File: src/line_sel_pkg.sv
package line_sel_pkg;

    // Width of one cascaded down-counter stage.
    localparam int STAGE_BITS = 4;
    // Default number of stages and the line-select width they imply.
    localparam int DEF_STAGES = 2;
    localparam int SEL_BITS = 8;
    // Default width of the contiguous run length.
    localparam int RUN_BITS = 8;

    // Preset and reset values.
    localparam logic [SEL_BITS-1:0] SEL_ZERO = 8'h00;
    localparam logic [RUN_BITS-1:0] RUN_ZERO = 8'h00;
    localparam logic [RUN_BITS-1:0] RUN_ONE = 8'h01;

    // Load reference choices.
    typedef enum logic [1:0] {
        REF_VERTICAL,
        REF_EVEN_FIELD,
        REF_ODD_FIELD
    } load_ref_t;

    // Sync separator outputs seen by the selector.
    typedef struct packed {
        logic comp_sync;
        logic vertical;
        logic field_odd;
        logic back_porch_b;
    } sync_in_t;

    // Idle levels of the separator outputs: sync and back porch rest high.
    localparam sync_in_t SYNC_IDLE = 4'h9;

    // Output gate controls.
    typedef struct packed {
        logic video_gate;
        logic black_gate;
    } gate_out_t;

endpackage

File: src/video_line_selector.sv
// Functional notes
// - The sixteenth sync transition after vertical start marks line 14 in either field.
// - The falling edge of the load reference presets the counter and sets the start-count latch.
// - While the latch is set each sync transition decrements the counter and the borrow gates the video.
// - The falling edge of the final borrow clears the latch until the next load.
// - With the vertical reference one line is chosen per field, or per frame if not interlaced.
// - The field index, inverted for the odd field, can replace the vertical pulse as load reference.
// - The counter chain length is a number of four-bit stages matching the line range.
// - In contiguous mode the gate stays on for a set number of adjoining lines.
// - When no line is passed the back porch pulse enables the black-level path.
`timescale 1ns/1ns
module video_line_selector #(
    parameter int STAGES = line_sel_pkg::DEF_STAGES,
    parameter int RUNW = line_sel_pkg::RUN_BITS
) (
    input wire logic CLK,
    input wire logic RST_B,
    input wire line_sel_pkg::sync_in_t SYNC_IN,
    input wire logic [line_sel_pkg::SEL_BITS-1:0] LINE_SELECT_BITS,
    input wire line_sel_pkg::load_ref_t LOAD_REF,
    input wire logic [RUNW-1:0] RUN_LINES,
    output line_sel_pkg::gate_out_t GATE_OUT,
    output logic COUNTING
);
    import line_sel_pkg::*;

    localparam int CW = STAGES * STAGE_BITS;

    ////////////////////////////////////////////////////////////////////////
    // Input registering and edge detection.

    sync_in_t in_r, in_nxt, prev_r, prev_nxt;

    always_comb begin
        in_nxt = SYNC_IN;
        prev_nxt = in_r;
    end

    always_ff @(posedge CLK) begin
        if (!RST_B) begin
            // Idle levels, so that release shows no false sync or porch.
            in_r <= SYNC_IDLE;
            prev_r <= SYNC_IDLE;
        end else begin
            in_r <= in_nxt;
            prev_r <= prev_nxt;
        end
    end

    logic sync_edge, ref_level, ref_prev, load_fall;

    always_comb begin
        sync_edge = in_r.comp_sync ^ prev_r.comp_sync;
        case (LOAD_REF)
            REF_EVEN_FIELD: begin
                ref_level = in_r.field_odd;
                ref_prev = prev_r.field_odd;
            end
            REF_ODD_FIELD: begin
                ref_level = ~in_r.field_odd;
                ref_prev = ~prev_r.field_odd;
            end
            default: begin
                ref_level = in_r.vertical;
                ref_prev = prev_r.vertical;
            end
        endcase
        load_fall = ref_prev & ~ref_level;
    end

    ////////////////////////////////////////////////////////////////////////
    // Down-counter chain, start-count latch and contiguous run counter.

    logic [CW-1:0] cnt_r, cnt_nxt;
    logic [RUNW-1:0] run_r, run_nxt;
    logic start_r, start_nxt;
    logic borrow_r, borrow_nxt;

    function automatic logic [CW-1:0] preset(input logic [SEL_BITS-1:0] s);
        logic [CW-1:0] v;
        v = '0;
        for (int i = 0; i < CW && i < SEL_BITS; i++) begin
            v[i] = s[i];
        end
        return v;
    endfunction

    always_comb begin
        cnt_nxt = cnt_r;
        run_nxt = run_r;
        start_nxt = start_r;
        borrow_nxt = borrow_r;
        if (load_fall) begin
            cnt_nxt = preset(LINE_SELECT_BITS);
            run_nxt = (RUN_LINES == RUN_ZERO) ? RUNW'(RUN_ONE) : RUN_LINES;
            start_nxt = 1'b1;
            borrow_nxt = 1'b0;
        end else if (start_r && sync_edge) begin
            if (borrow_r) begin
                // Two transitions per line; count lines on each pair end.
                if (cnt_r == '0) begin
                    run_nxt = RUNW'(run_r - RUN_ONE);
                    cnt_nxt = {{(CW-1){1'b0}}, 1'b1};
                    if (run_r == RUN_ONE) begin
                        borrow_nxt = 1'b0;
                        start_nxt = 1'b0;
                    end
                end else begin
                    cnt_nxt = CW'(cnt_r - 1'b1);
                end
            end else if (cnt_r == '0) begin
                borrow_nxt = 1'b1;
                cnt_nxt = {{(CW-1){1'b0}}, 1'b1};
            end else begin
                cnt_nxt = CW'(cnt_r - 1'b1);
            end
        end
    end

    always_ff @(posedge CLK) begin
        if (!RST_B) begin
            cnt_r <= '0;
            run_r <= RUNW'(RUN_ZERO);
            start_r <= 1'b0;
            borrow_r <= 1'b0;
        end else begin
            cnt_r <= cnt_nxt;
            run_r <= run_nxt;
            start_r <= start_nxt;
            borrow_r <= borrow_nxt;
        end
    end

    ////////////////////////////////////////////////////////////////////////
    // Output gates.

    gate_out_t gate_r, gate_nxt;

    // The black path opens only while no line is gated, so they never overlap.

    always_comb begin
        gate_nxt.video_gate = borrow_nxt;
        gate_nxt.black_gate = ~borrow_nxt & ~in_r.back_porch_b;
    end

    always_ff @(posedge CLK) begin
        if (!RST_B) begin
            gate_r <= '0;
        end else begin
            gate_r <= gate_nxt;
        end
    end

    assign GATE_OUT = gate_r;
    assign COUNTING = start_r;

    ////////////////////////////////////////////////////////////////////////
    // Checks.

    a_load_sets_latch: assert property (@(posedge CLK) disable iff (!RST_B)
        load_fall |=> start_r)
        else $error("load did not set start latch");

    a_borrow_ends_latch: assert property (@(posedge CLK) disable iff (!RST_B)
        ($fell(borrow_r) && !$past(load_fall)) |-> !start_r)
        else $error("borrow end left latch set");

    a_gate_follows_borrow: assert property (@(posedge CLK)
        disable iff (!RST_B)
        gate_r.video_gate == $past(borrow_nxt))
        else $error("video gate not tracking borrow");

    a_no_count_idle: assert property (@(posedge CLK) disable iff (!RST_B)
        (!start_r && !load_fall) |=> $stable(cnt_r))
        else $error("counter moved while idle");

    a_count_on_edge: assert property (@(posedge CLK) disable iff (!RST_B)
        (start_r && !sync_edge && !load_fall) |=> $stable(cnt_r))
        else $error("counter moved without sync edge");

    a_black_exclusive: assert property (@(posedge CLK) disable iff (!RST_B)
        !(gate_r.video_gate && gate_r.black_gate))
        else $error("black and video gates both on");

    a_edge_detect: assert property (@(posedge CLK) disable iff (!RST_B)
        sync_edge |-> (in_r.comp_sync != $past(in_r.comp_sync)))
        else $error("sync edge without input change");

    a_borrow_needs_latch: assert property (@(posedge CLK)
        disable iff (!RST_B)
        $rose(borrow_r) |-> $past(start_r))
        else $error("borrow without counting");

    a_gate_needs_latch: assert property (@(posedge CLK) disable iff (!RST_B)
        gate_r.video_gate |-> start_r)
        else $error("video gate open with latch clear");

    a_black_on_porch: assert property (@(posedge CLK) disable iff (!RST_B)
        (!borrow_nxt && !in_r.back_porch_b) |=> gate_r.black_gate)
        else $error("black gate missing in back porch");

    a_run_nonzero: assert property (@(posedge CLK) disable iff (!RST_B)
        load_fall |=> (run_r != '0))
        else $error("run length zero after load");

    a_cnt_preset: assert property (@(posedge CLK) disable iff (!RST_B)
        load_fall |=> (cnt_r == preset($past(LINE_SELECT_BITS))))
        else $error("counter not preset from line select");

    // Main scenarios.
    c_line_gated: cover property (@(posedge CLK) disable iff (!RST_B)
        $rose(gate_r.video_gate));
    c_run_done: cover property (@(posedge CLK) disable iff (!RST_B)
        $fell(start_r));
    c_odd_ref: cover property (@(posedge CLK) disable iff (!RST_B)
        load_fall && LOAD_REF == REF_ODD_FIELD);
    c_even_ref: cover property (@(posedge CLK) disable iff (!RST_B)
        load_fall && LOAD_REF == REF_EVEN_FIELD);
    c_multi_line: cover property (@(posedge CLK) disable iff (!RST_B)
        borrow_r && sync_edge && run_r != RUNW'(RUN_ONE));

endmodule // video_line_selector

File: config.mk
export PLATFORM = sky130hd
export DESIGN_NAME = video_line_selector
export DESIGN_NICKNAME = d
export VERILOG_FILES = /design/src/line_sel_pkg.sv /design/src/video_line_selector.sv
export SDC_FILE = /design/constraint.sdc
export NUM_CORES = 1
export LEC_CHECK = 0
export BUFFER_PORTS_ARGS = -buffer_cell sky130_fd_sc_hd__buf_2
export CAP_MARGIN = 20
export CORE_ASPECT_RATIO = 0.9
export CORE_MARGIN = 2
export CORE_UTILIZATION = 54
export DETAILED_ROUTE_END_ITERATION = 10
export GPL_ROUTABILITY_DRIVEN = 0
export HOLD_SLACK_MARGIN = 0.08
export PLACE_DENSITY = 0.8
export SETUP_SLACK_MARGIN = 0.3
export SYNTH_ARGS = -nofsm -noshare
export SYNTH_HDL_FRONTEND = slang
export SYNTH_SLANG_ARGS = --single-unit
File: constraint.sdc
create_clock -name CLK -period 2.8 [get_ports CLK]
set_input_delay 0.7 -clock CLK [delete_from_list [all_inputs] [get_ports CLK]]
set_output_delay 0.7 -clock CLK [all_outputs]
set_load 0.03 [all_outputs]
# After elaboration in Yosys (flattened, before gate mapping)
# Cells that the tools add are included.
[totals] register_bits=26 input_bits=24 word_cells=55
[classes] n_addsub=2 eq_ne=3 muxes=21 n_bitwise=8 n_reduce_logical=9
[op_table] operator="$mux W8" n=8
[op_table] operator="$logic_not A8 Y1" n=2
[op_table] operator="$sub A8 B1 Y8 const B" n=2
[op_table] operator="$mux W1" n=11
[op_table] operator="$eq A8 B1 Y1 const B" n=1
[op_table] operator="$reduce_bool A2 Y1" n=4
[op_table] operator="$not A1 Y1" n=5
[op_table] operator="$pmux W1 S2" n=2
[op_table] operator="$reduce_and A4 Y1" n=1
[op_table] operator="$reduce_and A3 Y1" n=1
[op_table] operator="$and A1 B1 Y1" n=2
[op_table] operator="$eq A2 B1 Y1 const B" n=1
[op_table] operator="$eq A2 B2 Y1 const B" n=1
[op_table] operator="$logic_and A1 B1 Y1" n=1
[op_table] operator="$xor A1 B1 Y1" n=1

# Logic depth before layout (Yosys ltp)
# Gate-level depths: netlist (run 1).
[logic_depth] depth_word=8 depth_mapped=7 mapped_depth_nobuf=6

# Least setup slack after synthesis (run 1)
# No wires, ideal clock.
[synth_path] path_type="in2reg" start="input LOAD_REF[0]" end="register gate_r (netlist bit GATE_OUT[0])" setup_ps=122 arrival_time_ps=2190 setup_slack_ps=488 cell_stages=5 cell_sequence="inv_1 ha_1 nor3_1 nor2_1 o311a_1"
[synth_between] elab_chain_len=7 elab_cells_between_ends=9
[synth_rtl] item="from (decl)" line_no="video_line_selector.sv:20" rtl="input wire line_sel_pkg::load_ref_t LOAD_REF,"
[synth_rtl] item="$eq A2 B2 Y1 / $eq A2 B1 Y1 (equally long branches)" line_no="video_line_selector.sv:54" rtl="case (LOAD_REF)"
[synth_rtl] item="$pmux W1 S2" line_no="video_line_selector.sv:54"
[synth_rtl] item="$not A1 Y1" line_no="video_line_selector.sv:68" rtl="load_fall = ref_prev & ~ref_level;"
[synth_rtl] item="$and A1 B1 Y1 *" line_no="video_line_selector.sv:68"
[synth_rtl] item="$mux W1 *" line_no="video_line_selector.sv:93" rtl="if (load_fall) begin"
[synth_rtl] item="$not A1 Y1 *" line_no="video_line_selector.sv:143" rtl="gate_nxt.black_gate = ~borrow_nxt & ~in_r.back_porch_b;"
[synth_rtl] item="$and A1 B1 Y1 *" line_no="video_line_selector.sv:143"
[synth_rtl] item="to (signal assigned)" line_no="video_line_selector.sv:150" rtl="gate_r <= gate_nxt;"
[synth_rtl] item="to (decl)" line_no="video_line_selector.sv:137" rtl="gate_out_t gate_r, gate_nxt;"
# Mark *: on every way between the ends. The rest lies on a longest branch, timed or not.
# A chain may end at the register's enable or synchronous reset.

# Worst setup path after layout (run 1)
[layout_path] start="register start_r (netlist: COUNTING)" end="register run_r[7]"
[layout_between] elab_chain_len=3
[layout_rtl] item="from (decl)" line_no="video_line_selector.sv:76" rtl="logic start_r, start_nxt;"
[layout_rtl] item="from (signal assigned)" line_no="video_line_selector.sv:129" rtl="start_r <= start_nxt;"
[layout_rtl] item="$logic_and A1 B1 Y1" line_no="video_line_selector.sv:98" rtl="end else if (start_r && sync_edge) begin"
[layout_rtl] item="$reduce_bool A2 Y1 (no source line)"
[layout_rtl] item="$reduce_and A3 Y1 (no source line)"
[layout_rtl] item="to (signal assigned)" line_no="video_line_selector.sv:123" rtl="run_r <= RUNW'(RUN_ZERO);"
[layout_rtl] item="to (signal assigned)" line_no="video_line_selector.sv:128" rtl="run_r <= run_nxt;"
[layout_rtl] item="to (decl)" line_no="video_line_selector.sv:75" rtl="logic [RUNW-1:0] run_r, run_nxt;"
# No other way between the ends.

==> results of run 1 <==
registers in the layout, indices dropped and copies added, names as in the netlist:
register and flops:
COUNTING 1, cnt_r 8, prev_r 3, run_r 8
GATE_OUT 2, in_r 4
area by class of cell:
class,instances,area (µm²),area share (%)
clock buffer,4,36.3,2.19
inverter,12,45.0,2.71
multi-input combinational,122,861,51.8
sequential,26,520,31.3
tap,30,37.5,2.26
timing repair buffer,30,160,9.65
per-layer routing:
layer	part of all wire, %	GRT usage [%]	vias up
met1	46	31.7	684
met4	1.1	9.47	0
met5	0	0	-
met2	48	42.1	44
li1	-	-	683
met3	4.3	3.37	5
power groups by stage:
| stage | combinational (mW) | sequential, mW | clock, mW |
|---|---|---|---|
| 2_1_floorplan | 0.115 | 0.416 | 0 |
| 5_1_grt | 0.187 | 0.417 | 0.211 |
| 6_report | 0.169 | 0.414 | 0.196 |
| 4_1_cts | 0.166 | 0.413 | 0.198 |
| 3_5_place_dp | 0.164 | 0.421 | 0 |
| 3_3_place_gp | 0.158 | 0.420 | 0 |
critical path: stages (launching register included):
cell	delay, ps
dfxtp_1	640
nor4b_1	460
nand3_1	240
or3_1	420
a311oi_1	280
worst paths after layout:
path          endpoint  slack, ps
max           run_r[7]        680
max reg2reg   run_r[7]        680
min          prev_r[1]        510
min reg2reg  prev_r[1]        510
kinds of logic after synthesis:
group | after synthesis
compound gates | 50
xor+xnor | 5
fa+ha+maj | 6
buf+inv | 19
flops | 26
mux | 3
simple gates | 58
cell usage in the layout, fill, tap and decap left out, drive strengths merged, types with 2 or more instances in the layout:
cell,n
buf,30
dfxtp,26
a21oi,18
inv,11
nor2,8
nand2,8
o31ai,8
or3,6
nand3,6
ha,6
a311oi,5
nor4,5
nand4,5
a31oi,4
o21ai,4
and2,4
clkbuf,4
nor4bb,3
nor4b,3
mux2i,3
nand2b,3
xor2,3
xnor2,2
or4,2
o41ai,2
==> results.ini, run 1 <==
[status]
status = completed

[finish]
area_growth_syn_to_layout_pct = 11.8
drive_gt1_share_pct = 22.2
fillers = 246
final_net_count = 225
fin_util_pct = 62.0
instances_no_fill = 224
fin_area_mm2 = 0.00166
n_antenna_cell = 0

[power]
swShare_pct = 30.2
p_switching_uw = 235
pwr-share-comb_pct = 21.7
seqPwrFrac_pct = 53.2
power.leakage_nw = 0.647
power_density_mw_per_mm2 = 469
peakVddDrop_v = 0.000311
total_power_uw = 779
internal-power_uw = 543
clockPowerShare_pct = 25.1

[floorplan]
io_pins = 27
start_util_pct = 55.4
row_count = 18
dieArea_mm2 = 0.00319
dieWidth_um = 59.3
core_area_mm2 = 0.00268
die_h_um = 53.8

[synth]
synth_edf_count = 0
synth-adder-area-share_pct = 5.05
ys_warn_count = 0
synthTopCellsByCount = dfxtp_1 (26), a21oi_1 (18), inv_1 (11)
synth_compound_area_share_pct = 22.5
yosys.area_share.simple_pct = 24.9
yosysMostFrequentCell = dfxtp_1
ys_seq_area_share_pct = 35.0
yosysUniqueCellTypes = 47
synth_area_mm2 = 0.00149
synth_xor_area_share_pct = 3.45
yosysTopAreaCell = dfxtp_1
async_flop_share_pct = 0
synth_top_family_by_area = simple AND/OR/NAND/NOR gates
muxShareOfSynthArea_pct = 2.02
ys.flop_type = dfxtp_1
synth_area_leaders = dfxtp_1 (35%), a21oi_1 (6.1%), ha_1 (5.1%)
ys_ff_latch = 26
syn-instance-count = 167
synth_top_area_share_pct = 35.0
synth_nets = 197
syn_avg_cell_area_um2 = 8.89

[global_route]
grt_pass1_wl_um = 6000
grt_max_degree = 20
overflow = 0
grtUsageTotal_pct = 24.7
grt_pass1_vias = 1398
grt_antenna_before_repair = 0

[detailed_routing]
wl_per_cell_um = 16.3
dr.pass1.iters = 4
drc = 0
viasPerCell = 6.32
num_vias = 1416
routed_wirelength_um = 3660
detail-route-antenna-nets = 0
drt_iter0_drc = 84

[timing]
setup_violations = 0
setup_slack_ps = 681
tns_ps = 0
fin_crit_ps = 2120
holdWs_ps = 509
worst_pin_slew_ps = 632
rsz0062_at_grt = no
slew_viol_final = 0
hold_viol = 0
max_freq_mhz = 472
fin_skew_ps = 12.7
finalCritPeriodShare_pct = 75.7
max_slew_margin_pct = 57.3

[worst_hold_path]
min_from = in_r[1]
hold_depth = 1
hp-class = flop to flop

[placement]
io_buffers = 26
dp_cells = 219
pre_cts_ws_ps = 129
hpwlAfterDp_um = 2640
placed_area_mm2 = 0.00162

[clocking]
cts_sinks = 26
root_buffer = clkbuf_4
post_cts_resized = 0
ctsHoldBuffers = 0
worstSkewPairLatency_ps = 340
htree_num_levels = 1
cts_tree = yes
path_clk_slew_ps = 150
cts-buffers-inserted = 3
clockBufferDepth = 2
postCtsSetupRepairBufs = 0

[worst_setup_path]
critPathLaunchType = flop
startpoint = COUNTING
endpoint_kind = flop
crit_required_ps = 3050
ff2ff_path_depth = 4
path_max_fanout = 14
r2r-start = COUNTING
crit_type = flop to flop
cp.arrival_ps = 2370

[job]
maxCapViolCount = 0

Power figures use the tool's default switching activity.
==> run 2: changes to the inputs <==
--- a/config.mk
+++ b/config.mk
@@ -9,11 +9,11 @@
 export CAP_MARGIN = 20
 export CORE_ASPECT_RATIO = 0.9
 export CORE_MARGIN = 2
-export CORE_UTILIZATION = 54
+export CORE_UTILIZATION = 49
 export DETAILED_ROUTE_END_ITERATION = 10
 export GPL_ROUTABILITY_DRIVEN = 0
 export HOLD_SLACK_MARGIN = 0.08
-export PLACE_DENSITY = 0.8
+export PLACE_DENSITY = 0.76
 export SETUP_SLACK_MARGIN = 0.3
 export SYNTH_ARGS = -nofsm -noshare
 export SYNTH_HDL_FRONTEND = slang
==> constraint.sdc (replaced) <==
create_clock -name CLK -period 1.9 [get_ports CLK]
set_input_delay 0.475 -clock CLK [delete_from_list [all_inputs] [get_ports CLK]]
set_output_delay 0.475 -clock CLK [all_outputs]
set_load 0.03 [all_outputs]
==> results.ini, run 2 (synthesis results as in run 1) <==
[clocking]
cts-buffers-inserted = 3  ; unchanged
worstSkewPairLatency_ps = 330  ; was 340 ps
clockBufferDepth = 2  ; unchanged
root_buffer = clkbuf_4  ; unchanged
ctsHoldBuffers = 0  ; unchanged
path_clk_slew_ps = 150  ; about the same
cts_sinks = 26  ; unchanged
htree_num_levels = 1  ; unchanged
cts_tree = yes  ; unchanged

[floorplan]
io_pins = 27  ; unchanged
start_util_pct = 52.8  ; was 55.4%
core_area_mm2 = 0.00282  ; was 0.00268 mm²
die_h_um = 56.2  ; was 53.8 µm
row_count = 18  ; unchanged
dieArea_mm2 = 0.00349  ; was 0.00319 mm²
dieWidth_um = 62.0  ; was 59.3 µm

[placement]
dp_cells = 239  ; was 219
placed_area_mm2 = 0.00185  ; was 0.00162 mm²
io_buffers = 26  ; unchanged
hpwlAfterDp_um = 2990  ; was 2640 µm
pre_cts_ws_ps = -105  ; was 129 ps

[power]
power_density_mw_per_mm2 = 584  ; was 469 mW/mm²
total_power_mw = 1.26  ; was 779 µW
peakVddDrop_v = 0.000614  ; was 0.000311 V
power.leakage_nw = 0.810  ; was 0.647 nW

[global_route]
grt_max_degree = 19  ; was 20
overflow = 0  ; unchanged
grt_pass1_wl_um = 6710  ; was 6000 µm
grt_pass1_vias = 1479  ; was 1398
grtUsageTotal_pct = 25.4  ; was 24.7%
grt_antenna_before_repair = 0  ; unchanged

[finish]
fillers = 195  ; was 246
area_growth_syn_to_layout_pct = 45.2  ; was 11.8%
multi_input_area_mm2 = 0.00113  ; was 861 µm²
final_cell_mix = buf_4 (25), buf_2 (24), dfxtp_1 (18), a21oi_1 (18)  ; was dfxtp_1 (26), buf_2 (26), a21oi_1 (18)
final-seq-area_um2 = 541  ; was 520 µm²
instances_no_fill = 255  ; was 224
drive_gt1_share_pct = 48.4  ; was 22.2%
final_net_count = 247  ; was 225
final_common_cell = buf_4
n_antenna_cell = 0  ; unchanged
top_regs = cnt_r (8), run_r (8), in_r (4)  ; unchanged
fin_area_mm2 = 0.00216  ; was 0.00166 mm²

[detailed_routing]
viasPerCell = 6.16  ; was 6.32
drc = 0  ; unchanged
dr.pass1.iters = 4  ; unchanged
wl_per_cell_um = 18.0  ; was 16.3 µm
detail-route-antenna-nets = 0  ; unchanged
drt-met1-wl_um = 1840  ; was 1700 µm
num_vias = 1570  ; was 1416
wl_met2_um = 2380  ; was 1760 µm
route.met3.wl_um = 294  ; was 159 µm
routed_wirelength_um = 4590  ; was 3660 µm
drt_iter0_drc = 117  ; was 84
top_layer_used = met4  ; unchanged

[timing]
holdWs_ps = 322  ; was 509 ps
setup_violations = 0  ; unchanged
rsz0062_at_grt = yes  ; was no
worst_pin_slew_ps = 359  ; was 632 ps
fin_crit_ps = 1820  ; was 2120 ps
fin_skew_ps = 12.9  ; was 12.7 ps
max_slew_margin_pct = 76.0  ; was 57.3%
slew_viol_final = 0  ; unchanged
max_freq_mhz = 550  ; was 472 MHz
hold_viol = 0  ; unchanged
finalCritPeriodShare_pct = 95.6  ; was 75.7%
setup_slack_ps = 82.9  ; was 681 ps

[worst_setup_path]
critPathLaunchType = flop  ; unchanged
endpoint_kind = flop  ; unchanged
cp.arrival_ps = 2070  ; was 2370 ps
path_max_fanout = 5  ; was 14
r2r_setup_slack_ps = 80  ; was 680 ps
crit_type = flop to flop  ; unchanged
crit_required_ps = 2150  ; was 3050 ps

[worst_hold_path]
hp-class = input port to flop  ; was flop to flop

[status]
status = completed  ; unchanged

[job]
maxCapViolCount = 0  ; unchanged

[run 2: changes by cell type in the layout (fill, tap and decap cells not counted), moves of 3 or more]
| cell | previous run | this run |
|---|---|---|
| buf_6 | 0 | 3 |
| dfxtp_4 | 0 | 4 |
| dfxtp_1 | 26 | 18 |
| ha_4 | 0 | 3 |
| o31ai_2 | 0 | 5 |
| buf_4 | 4 | 25 |
| dfxtp_2 | 0 | 4 |
| o31ai_1 | 8 | 2 |
| inv_1 | 11 | 7 |
| ha_1 | 6 | 3 |
[run 2: final cells by class]
cell class / instances / area share, %
Multi-Input combinational cell: 122 / 52.6
Sequential cell: 26 / 25.1
Clock buffer: 3 / 1.04
Timing Repair Buffer: 52 / 15.8
Tap cell: 40 / 2.32
Inverter: 12 / 3.13
[run 2: path summary, 6_finish.rpt]
path              depth (start not counted)  startpoint     endpoint
setup / recovery                          6    cnt_r[0]     run_r[5]
hold reg to reg                           2     in_r[0]  GATE_OUT[0]
hold / removal                            2  SYNC_IN[0]      in_r[0]
setup reg to reg                          6    cnt_r[0]     run_r[5]
[run 2: through the flow]
step                utilization (%)  TNS (ps)
floorplan                         -         0
global placement               65.6      -119
detailed placement             65.6      -649
CTS                            70.3         0
global route                   76.6         0
finish                         76.6         0
[run 2: worst max-delay path: stages, from the launching register on]
cell and delay (ps):
dfxtp_4 390, inv_4 60, ha_4 120, nor3b_4 310, nand4_1 240, or3_1 390
a311oi_1 220
[run 2: power breakdown]
group | switching (mW) | leakage [nW] | internal, mW
Clock | 0.169 | 0.0138 | 0.0745
Sequential | 0.0416 | 0.216 | 0.575
Combinational | 0.203 | 0.580 | 0.197
[run 2: repair_timing]
| item | 4_1_cts | 5_1_grt |
|---|---|---|
| resized for setup | 19 | 23 |
| pin swaps | 13 | 16 |
| endpoints found under the hold margin | 0 | 0 |
| buffers inserted | 4 | 9 |
| setup endpoints to repair | 16 | 18 |
[run 2: layer usage]
layer	global-route usage [%]	vias up
li1	-	731
met1	34.0	757
met2	41.1	73
met3	6.05	9
met4	4.56	0
met5	0	-
==> run 3: changes to the inputs <==
--- a/config.mk
+++ b/config.mk
@@ -14,6 +14,7 @@
 export GPL_ROUTABILITY_DRIVEN = 0
 export HOLD_SLACK_MARGIN = 0.08
 export PLACE_DENSITY = 0.76
+export RECOVER_POWER = 50
 export SETUP_SLACK_MARGIN = 0.3
 export SYNTH_ARGS = -nofsm -noshare
 export SYNTH_HDL_FRONTEND = slang
==> results.ini, run 3 (synthesis results as in run 1) <==
[power]
peakVddDrop_v = 0.000615  ; was 0.000614 V
power_density_mw_per_mm2 = 587  ; was 584 mW/mm²
total_power_mw = 1.26  ; about the same
power.leakage_nw = 0.791  ; was 0.810 nW

[detailed_routing]
routed_wirelength_um = 4600  ; was 4590 µm
viasPerCell = 6.18  ; was 6.16
drc = 0  ; unchanged
wl_per_cell_um = 18.1  ; was 18.0 µm
drt_iter0_drc = 140  ; was 117
num_vias = 1577  ; was 1570
dr.pass1.iters = 4  ; unchanged
detail-route-antenna-nets = 0  ; unchanged

[worst_setup_path]
r2r_end = run_r[5]  ; unchanged
path_max_fanout = 5  ; unchanged
crit_chain = inv_4, ha_4, nor3b_4, nand4_1, or3_1, a311oi_1  ; unchanged
critPathLaunchType = flop  ; unchanged
cp_top_family = simple AND/OR/NAND/NOR gates  ; unchanged
crit_type = flop to flop  ; unchanged
r2r_setup_slack_ps = 70  ; was 80 ps
cp.arrival_ps = 2080  ; was 2070 ps
ff2ff_path_depth = 6  ; unchanged
crit_required_ps = 2150  ; about the same
r2r-start = cnt_r[0]  ; unchanged
cp_num_cells = 6  ; unchanged
max_stage_delay_ps = 390  ; about the same
slowest_stage = dfxtp_4  ; unchanged
endpoint_kind = flop  ; unchanged
critPathBufInv = 1  ; unchanged

[clocking]
root_buffer = clkbuf_4  ; unchanged
cts-buffers-inserted = 3  ; unchanged
cts_sinks = 26  ; unchanged
htree_num_levels = 1  ; unchanged
cts_tree = yes  ; unchanged
clockBufferDepth = 2  ; unchanged
path_clk_slew_ps = 150  ; about the same
worstSkewPairLatency_ps = 330  ; about the same

[floorplan]
start_util_pct = 52.8  ; unchanged
io_pins = 27  ; unchanged
die_h_um = 56.2  ; unchanged
row_count = 18  ; unchanged
core_area_mm2 = 0.00282  ; unchanged
dieWidth_um = 62.0  ; unchanged
dieArea_mm2 = 0.00349  ; unchanged

[worst_hold_path]
min_from = SYNC_IN[0]  ; unchanged
holdPathEnd = in_r[0]  ; unchanged
hp-class = input port to flop  ; unchanged
hold_depth = 2  ; unchanged

[timing]
max_freq_mhz = 547  ; was 550 MHz
setup_violations = 0  ; unchanged
fin_crit_ps = 1830  ; was 1820 ps
fin_skew_ps = 8.90  ; was 12.9 ps
rsz0062_at_grt = yes  ; unchanged
finalCritPeriodShare_pct = 96.2  ; was 95.6%
max_slew_margin_pct = 28.4  ; was 76.0%
hold_viol = 0  ; unchanged
slew_viol_final = 0  ; unchanged
worst_pin_slew_ps = 1070  ; was 359 ps
tns_ps = 0  ; unchanged

[global_route]
grt_antenna_before_repair = 0  ; unchanged
grt_max_degree = 19  ; unchanged
overflow = 0  ; unchanged
grt_pass1_vias = 1479  ; unchanged
grtUsageTotal_pct = 25.4  ; unchanged
grt_pass1_wl_um = 6710  ; unchanged

[finish]
final_common_cell = buf_4  ; unchanged
area_growth_syn_to_layout_pct = 44.3  ; was 45.2%
top_regs = cnt_r (8), run_r (8), in_r (4)  ; unchanged
drive_gt1_share_pct = 45.6  ; was 48.4%
final_cell_mix = buf_4 (23), buf_2 (21), dfxtp_1 (20)  ; was buf_4 (25), buf_2 (24), dfxtp_1 (18), a21oi_1 (18)
final_net_count = 247  ; unchanged
n_antenna_cell = 0  ; unchanged

[job]
maxCapViolCount = 0  ; unchanged

[placement]
io_buffers = 26  ; unchanged
hpwlAfterDp_um = 2990  ; unchanged

[status]
status = completed  ; unchanged

==> run 3: how the worst max path moves through the flow <==
stage / startpoint / to / slack [ps]
final: cnt_r[0] / run_r[5] / 70
after CTS: cnt_r[6] / run_r[6] / 150
after global placement: LOAD_REF[1] / cnt_r[1] / -40
after detailed placement: LOAD_REF[1] / cnt_r[4] / -100
after global routing: cnt_r[0] / run_r[5] / 20
after floorplan: LOAD_REF[1] / cnt_r[3] / 190
==> run 3: metrics by stage <==
stage	utilization [%]	hold slack (ps)	std cells	setup WS, ps	instance area [µm²]
after floorplan	-	450	167	186	1640
after global placement	65.6	462	239	-38.7	1850
after detailed placement	65.6	466	239	-105	1850
after CTS	70.3	321	246	154	1980
after global routing	76.1	317	255	18.2	2140
final	76.1	320	255	71.5	2140
==> run 3: area by class of cell <==
class                   count  area, µm²
fillers                   201        672
repair buffers             52        334
flip-flops and latches     26        536
multi-input cells         122       1130
inverters                  12       67.6
clock buffers               3       22.5
well taps                  40       50.0
==> run 3: routing by layer <==
metal  vias to the layer above  share of wire, %  track usage [%]  wire length (µm)
met2                        83                52             41.1              2380
met3                         9               8.0             6.05               366
li1                        737                 -                -                 -
met5                         -                 0                0                 0
met1                       748                39             34.0              1790
met4                         0               1.6             4.56                74
==> run 3: timing repair <==
item                                   in CTS  in global routing
setup endpoints to repair                  16                 18
buffers inserted                            4                  9
gates resized for setup                    19                 23
hold buffers                                0                  0
pin swaps                                  13                 16
endpoints found under the hold margin       0                  0
==> run 3: where the power goes <==
group / switching (mW) / internal (mW)
Sequential: 0.0416 / 0.575
Clock: 0.168 / 0.0745
Combinational: 0.204 / 0.196
Total: 0.413 / 0.845
==> run 3: worst reg2reg max path, stage by stage, from the launching register on <==
cell and delay, ps:
dfxtp_4 390, inv_4 60, ha_4 120, nor3b_4 310
nand4_1 250, or3_1 390, a311oi_1 220
